<file path="src/core/clrb_pkg.sv">
// Constants for the counter latch and readback read path
package clrb_pkg;
  // Control byte fields
  localparam int CTL_SEL_MSB = 7;
  localparam int CTL_SEL_LSB = 6;
  localparam int CTL_ACC_MSB = 5;
  localparam int CTL_ACC_LSB = 4;
  localparam int CTL_MODE_MSB = 3;
  localparam int CTL_MODE_LSB = 1;
  localparam int CTL_FMT_BIT = 0;
  // Readback command fields
  localparam int RB_CNT_BIT = 5;
  localparam int RB_STA_BIT = 4;
  localparam int RB_SEL_MSB = 3;
  localparam int RB_SEL_LSB = 1;
  // Status byte fields
  localparam int ST_OUT_BIT = 7;
  localparam int ST_NULL_BIT = 6;
  // Encodings
  localparam logic [1:0] SEL_READBACK = 2'h3;
  localparam logic [1:0] ACC_LATCH = 2'h0;
  localparam logic [1:0] ACC_LO = 2'h1;
  localparam logic [1:0] ACC_HI = 2'h2;
  localparam logic [1:0] ACC_PAIR = 2'h3;
  // Reset values
  localparam logic [1:0] ACC_RESET = 2'h3;
  localparam logic [2:0] MODE_RESET = 3'h0;
  localparam int NUM_CNT = 3;
endpackage : clrb_pkg

</file>
<file path="src/core/clrb_chan.sv">
// One counter channel's hold register, status hold and byte pointer
`timescale 1ns/1ns
`default_nettype none
module clrb_chan
(
  input  wire logic        clock_in,      // System clock
  input  wire logic        sys_rst_in,    // Sync reset, high
  input  wire logic        ctl_wr_in,     // Control word for this channel
  input  wire logic [5:0]  ctl_cfg_in,    // Access, mode, format bits
  input  wire logic        latch_cnt_in,  // Count latch request
  input  wire logic        latch_sta_in,  // Status latch request
  input  wire logic        rd_in,         // Data read strobe
  input  wire logic        wr_in,         // Data write strobe
  input  wire logic [15:0] count_in,      // Live count
  input  wire logic        out_in,        // Counter output level
  input  wire logic        null_in,       // Null count flag
  output logic [7:0]       rd_data_out,   // Byte for this read
  output logic [5:0]       cfg_out,       // Stored config
  output logic             ptr_hi_out     // Byte pointer at high byte
);
  typedef struct packed {
    logic [1:0]  acc;
    logic [2:0]  mode;
    logic        fmt;
    logic        ptr_hi;
    logic        cnt_held;
    logic [15:0] hold;
    logic        sta_held;
    logic [7:0]  status_latch_n;
    logic [7:0]  rd_data;
  } clrb_chan_st_t;
  clrb_chan_st_t st_r;
  clrb_chan_st_t st_nxt;
  logic [7:0] hi_b;
  logic [7:0] lo_b;
  logic       last_b;
  // Next state of the channel
  always_comb
  begin
    st_nxt = st_r;
    hi_b = st_r.cnt_held ? st_r.hold[15:8] : count_in[15:8];
    lo_b = st_r.cnt_held ? st_r.hold[7:0] : count_in[7:0];
    last_b = (st_r.acc != clrb_pkg::ACC_PAIR) || st_r.ptr_hi;
    if (ctl_wr_in)
    begin
      st_nxt.acc = ctl_cfg_in[5:4];
      st_nxt.mode = ctl_cfg_in[3:1];
      st_nxt.fmt = ctl_cfg_in[0];
      st_nxt.ptr_hi = 1'b0;
    end
    if (rd_in)
    begin
      if (st_r.sta_held)
      begin
        st_nxt.rd_data = st_r.status_latch_n;
        st_nxt.sta_held = 1'b0;
      end
      else
      begin
        st_nxt.rd_data = (st_r.acc == clrb_pkg::ACC_HI ||
                          (st_r.acc == clrb_pkg::ACC_PAIR && st_r.ptr_hi)) ? hi_b : lo_b;
        if (st_r.acc == clrb_pkg::ACC_PAIR)
          st_nxt.ptr_hi = ~st_r.ptr_hi;
        if (last_b)
          st_nxt.cnt_held = 1'b0;
      end
    end
    else if (wr_in && st_r.acc == clrb_pkg::ACC_PAIR)
      st_nxt.ptr_hi = ~st_r.ptr_hi;
    if (latch_cnt_in && !st_r.cnt_held)
    begin
      st_nxt.cnt_held = 1'b1;
      st_nxt.hold = count_in;
    end
    if (latch_sta_in && !st_r.sta_held)
    begin
      st_nxt.sta_held = 1'b1;
      st_nxt.status_latch_n = {out_in, null_in, st_r.acc, st_r.mode, st_r.fmt};
    end
    if (sys_rst_in)
    begin
      st_nxt = '0;
      st_nxt.acc = clrb_pkg::ACC_RESET;
      st_nxt.mode = clrb_pkg::MODE_RESET;
    end
  end
  // State register
  always_ff @(posedge clock_in)
  begin
    st_r <= st_nxt;
  end
  assign rd_data_out = st_r.rd_data;
  assign cfg_out = {st_r.acc, st_r.mode, st_r.fmt};
  assign ptr_hi_out = st_r.ptr_hi;
endmodule : clrb_chan
`default_nettype wire

</file>
<file path="src/core/clrb_top.sv">
// Read path of a three-channel down counter: latch, byte access, readback
// Overview of operation
// - Control byte with access bits zero latches selected count into hold register.
// - Each counter keeps access mode: high only, low only, or low then high.
// - Two-byte mode alternates byte pointer; host accesses in low-high pairs.
// - Select 11 and bit 0 clear decodes readback; bits 5,4 latch requests.
// - Readback count bit low latches all selected counters same cycle.
// - Readback status bit low captures status byte for next data read.
// - Status byte: output, null count, access mode, mode, number format.
// - Null count flag shows written count not yet in counting element.
// - Status and count latched in pair mode read status, low, high.
// - Further latches ignored until hold register fully read.
// - Status latched over unread count is returned first.
// - Control byte: select, access mode, mode, number format fields.
`timescale 1ns/1ns
`default_nettype none
module clrb_top
(
  input  wire logic        clock_in,       // System clock, 250 MHz
  input  wire logic        sys_rst_in,     // Sync reset, high
  input  wire logic        ctl_wr_in,      // Control byte write strobe
  input  wire logic [7:0]  ctl_data_in,    // Control or readback byte
  input  wire logic [1:0]  cnt_idx_in,     // Counter data location
  input  wire logic        cnt_rd_in,      // Counter data read strobe
  input  wire logic        cnt_wr_in,      // Counter data write strobe
  input  wire logic [47:0] count_in,       // Live counts, 16 bits each
  input  wire logic [2:0]  cnt_out_in,     // Counter output levels
  input  wire logic [2:0]  null_count_in,  // Null count flags
  output logic [7:0]       rd_data_out,    // Read byte, one cycle after read
  output logic [17:0]      cfg_out,        // Per-counter config, 6 bits each
  output logic [2:0]       ptr_hi_out      // Per-counter byte pointer
);
  logic [1:0] sel;
  logic       is_rb;
  logic       is_ctl;
  logic [2:0] rb_sel;
  logic [1:0] acc;
  logic [7:0] rd_bytes [0:3];
  // Registered state of the read mux
  typedef struct packed {
    logic [1:0] rd_idx;
  } clrb_top_st_t;
  clrb_top_st_t st_r;
  clrb_top_st_t st_nxt;
  // Control byte decode
  // control fields
  assign sel = ctl_data_in[clrb_pkg::CTL_SEL_MSB:clrb_pkg::CTL_SEL_LSB];
  assign acc = ctl_data_in[clrb_pkg::CTL_ACC_MSB:clrb_pkg::CTL_ACC_LSB];
  assign is_rb = ctl_wr_in && sel == clrb_pkg::SEL_READBACK &&
                 !ctl_data_in[clrb_pkg::CTL_FMT_BIT];
  assign is_ctl = ctl_wr_in && sel != clrb_pkg::SEL_READBACK;
  assign rb_sel = ctl_data_in[clrb_pkg::RB_SEL_MSB:clrb_pkg::RB_SEL_LSB];
  // Per-channel latch and readback logic
  genvar g;
  generate
    for (g = 0; g < clrb_pkg::NUM_CNT; g++)
    begin : gen_ch
      logic own;
      logic lat_c;
      logic lat_s;
      assign own = is_ctl && sel == 2'(g);
      assign lat_c = (own && acc == clrb_pkg::ACC_LATCH) ||
                     (is_rb && rb_sel[g] && !ctl_data_in[clrb_pkg::RB_CNT_BIT]);
      assign lat_s = is_rb && rb_sel[g] && !ctl_data_in[clrb_pkg::RB_STA_BIT];
      clrb_chan u_ch
      (
        .clock_in     (clock_in),
        .sys_rst_in   (sys_rst_in),
        .ctl_wr_in    (own && acc != clrb_pkg::ACC_LATCH),
        .ctl_cfg_in   (ctl_data_in[clrb_pkg::CTL_ACC_MSB:0]),
        .latch_cnt_in (lat_c),
        .latch_sta_in (lat_s),
        .rd_in        (cnt_rd_in && cnt_idx_in == 2'(g)),
        .wr_in        (cnt_wr_in && cnt_idx_in == 2'(g)),
        .count_in     (count_in[16*g +: 16]),
        .out_in       (cnt_out_in[g]),
        .null_in      (null_count_in[g]),
        .rd_data_out  (rd_bytes[g]),
        .cfg_out      (cfg_out[6*g +: 6]),
        .ptr_hi_out   (ptr_hi_out[g])
      );
    end
  endgenerate
  // Unmapped location reads as zero
  assign rd_bytes[3] = 8'h00;
  // Remember which location was read last, unmapped one too
  always_comb
  begin
    st_nxt = st_r;
    if (cnt_rd_in)
      st_nxt.rd_idx = cnt_idx_in;
    if (sys_rst_in)
      st_nxt = '0;
  end
  // State register
  always_ff @(posedge clock_in)
  begin
    st_r <= st_nxt;
  end
  // ordered bytes leave the channel register
  assign rd_data_out = rd_bytes[st_r.rd_idx];
endmodule : clrb_top
`default_nettype wire

</file>
<file path="config.mk">
export PLATFORM = sky130hd
export DESIGN_NAME = clrb_top
export DESIGN_NICKNAME = d
export VERILOG_FILES = /design/src/core/clrb_pkg.sv /design/src/core/clrb_chan.sv /design/src/core/clrb_top.sv
export SDC_FILE = /design/constraint.sdc
export NUM_CORES = 1
export LEC_CHECK = 0
export BUFFER_PORTS_ARGS = -buffer_cell sky130_fd_sc_hd__buf_2
export CAP_MARGIN = 20
export CORE_MARGIN = 8
export CORE_UTILIZATION = 45
export DETAILED_ROUTE_END_ITERATION = 8
export PLACE_DENSITY = 0.7
export SYNTH_ARGS = -nofsm -noshare
export SYNTH_HDL_FRONTEND = slang
export SYNTH_HIERARCHICAL = 1
export SYNTH_SLANG_ARGS = --single-unit
</file>
<file path="constraint.sdc">
create_clock -name clock_in -period 4 [get_ports clock_in]
set_input_delay 0 -clock clock_in [delete_from_list [all_inputs] [get_ports clock_in]]
set_output_delay 0 -clock clock_in [all_outputs]
set_load 0.02 [all_outputs]
</file>
==> flow_summary.json <==
{
  "path_delay_family": "simple AND/OR/NAND/NOR gates",
  "clkTransAtPathRegs_ns": 0.05,
  "busiest_layer": "met2",
  "grt_util_met2_pct": 33.00,
  "vias": 5166,
  "cp.arrival_ns": 2.45,
  "yosysUniqueCellTypes": 33,
  "cap_violations": 0,
  "ys_warn_count": 6,
  "fin_tns_setup_ns": 0,
  "min_path_type": "in -> reg",
  "antenna_found_initial": 0,
  "final_layout_size_suffix_gt1_share_pct": 18.49,
  "grt_pass1_vias": 5228,
  "slew_headroom_pct": 28.60,
  "ant_nets": 0,
  "slowest_stage": "nor2b_1",
  "drt-wirelength-per-cell_um": 17.22,
  "track_usage_pct": 18.75,
  "cp_max_fo": 16,
  "hold_ws_ns": 0.09702,
  "grt_pass1_wl_mm": 26.72,
  "yosys_register_bits": 125,
  "areaGrowthSynthToFinish_pct": 22.09,
  "nNetsFinal": 836,
  "synth_cells": 677,
  "skew_ns": 0.006857,
  "cts_setup_buffers": 0,
  "die-height_um": 132.7,
  "power.density_mw_per_mm2": 416.6,
  "die_w_um": 132.7,
  "clk_path_buf_depth": 2,
  "startpoint_type": "input port",
  "grt.met3_usage_pct": 5.261,
  "io_buffers": 97,
  "dp_hpwl_mm": 11.27,
  "leakage_nw": 2.856,
  "cts_tree": "yes",
  "syn_area_mm2": 0.006133,
  "core_mm2": 0.01330,
  "hold_viol": 0,
  "grt_util_met1_pct": 21.20,
  "ios": 98,
  "status": "finished clean",
  "clk_latency_ns": 0.41,
  "synth_area_per_cell_um2": 9.060,
  "worstMarginPinSlew_ns": 1.069,
  "cts-buffers-inserted": 17,
  "diodes": 0,
  "overflow": 0,
  "via_per_inst": 5.409,
  "cp_num_buf_inv": 2,
  "endpoint_kind": "flip-flop",
  "slew_viol_final": 0,
  "cpPeakStageDelay_ns": 0.84,
  "dr.pass1.iters": 6,
  "synth_nets": 746,
  "fin_crit_sh_pct": 53.36,
  "layout_common_cells": "148 x nand2_1, 125 x dfxtp_1, 98 x buf_2",
  "clock-root-buffer": "clkbuf_16",
  "grt_max_degree": 83,
  "r2r_slack_ns": 2.19,
  "fmax_mhz": 468.5,
  "cts_sinks": 125,
  "crit_required_ns": 4.32,
  "drc": 0,
  "ir_drop_mv": 0.2774,
  "yosysSeqAreaShare_pct": 40.80,
  "h-tree-depth": 4,
  "postRouteWirelength_mm": 16.45,
  "rows": 42,
  "start_util_pct": 46.13,
  "worstSetupPathType": "in -> reg",
  "cp_cell_sequence": "dlygate4sd3_1, buf_2, and2b_1, o211a_1, nor2b_1, nand2_1, a21oi_1",
  "period_needed_ns": 2.134,
  "setup_viol": 0,
  "final_common_cell": "nand2_1",
  "first_iter_violations": 408,
  "die_area_mm2": 0.01762,
  "grt_setup_unrepaired": "no",
  "gp_congestion": 0.8017
}
registers in the layout (all words and copies together) (netlist names):
name and cells:
gen_ch.u_ch/rd_data_out 24, st_r 2, gen_ch.u_ch/st_r 78, gen_ch.u_ch/ptr_hi_out 3, gen_ch.u_ch/cfg_out 18
final timing paths:
kind                                              start                         to  cells past startpoint
worst min-delay path                     ctl_data_in[6]  gen_ch[0].u_ch/cfg_out[4]                      4
worst min register to register  gen_ch[2].u_ch/st_r[18]    gen_ch[2].u_ch/st_r[18]                      2
worst max-delay path                     ctl_data_in[5]    gen_ch[1].u_ch/st_r[26]                      7
worst max register to register  gen_ch[1].u_ch/st_r[33]    gen_ch[1].u_ch/st_r[26]                      3
worst min-delay path, delay by kind of cell:
family	cells	cell delay [ns]
AOI/OAI and AO/OA	1	0.10
buffers and inverters	1	0.18
and+or+nand+nor	2	0.21
layer usage:
metal / vias to the layer above / routed length, µm
met4: 0 / 355
met1: 2476 / 6868
li1: 2499 / -
met5: - / 0
met3: 27 / 833
met2: 164 / 8390
cells by family (layout without fill, tap and decap cells):
family / after synthesis / count (layout) / share of synthesized area (%)
simple gates: 246 / 246 / 18.46
compound gates: 154 / 154 / 16.44
flops: 125 / 125 / 40.80
buf+inv: 104 / 206 / 10.28
mux: 48 / 48 / 14.01
cell type report:
class                   instances  area (µm²)
clock inverters                 6       57.56
fillers                      1119        5807
multi-input cells             448        3000
inverters                       9       33.78
repair buffers                166        1159
well taps                     176       220.2
clock buffers                  25       515.5
flip-flops and latches        125        2502
where the power goes:
| group | switching, W | leakage [nW] | total (W) | internal (W) |
|---|---|---|---|---|
| Clock | 0.000525 | 0.285 | 0.00147 | 0.000945 |
| Combinational | 0.000168 | 1.56 | 0.000339 | 0.000171 |
| Sequential | 0.0000318 | 1.01 | 0.00131 | 0.00128 |
| Total | 0.000725 | 2.86 | 0.00312 | 0.00239 |
per-stage QoR:
stage / worst slack (ns) / power [W] / std cells / util (%) / instance area [µm²]
4_1_cts: 2.001 / 0.003137 / 955 / 56.32 / 7488
3_3_place_gp: 2.171 / 0.001614 / 859 / 47.20 / 6275
6_report: 1.866 / 0.003120 / 955 / 56.32 / 7488
5_1_grt: 1.732 / 0.003229 / 955 / 56.32 / 7488
2_1_floorplan: 2.359 / 0.001545 / 677 / - / 6133
3_5_place_dp: 2.172 / 0.001623 / 861 / 47.27 / 6285
cell usage after synthesis, drive strengths merged:
cell     count  share of area (%)
nand2      148                9.1
dfxtp      125                 41
a21oi       82                6.7
buf         80                8.8
nor2        34                2.1
nor2b       31                3.3
o2bb2ai     26                3.7
mux2i       24                3.9
mux4        24                 10
a31oi       18                1.8
nand2b      16                1.6
clkbuf      15               0.92
inv          9               0.55
nor3b        7               0.86
o21a         7               0.86
a211o        6               0.86
a311oi       6               0.86
and3b        5               0.71
o21ai        4               0.39
a21boi       3               0.92
nor3         2               0.16
o211a        2               0.33
and2b        1               0.12
and4b        1               0.16
nand4b       1               0.39
timing repair:
item,CTS,global route
hold buffers,63,0
endpoints found under the hold margin,74,0
gates resized for setup,0,0
(Power assumes the default switching activity.)
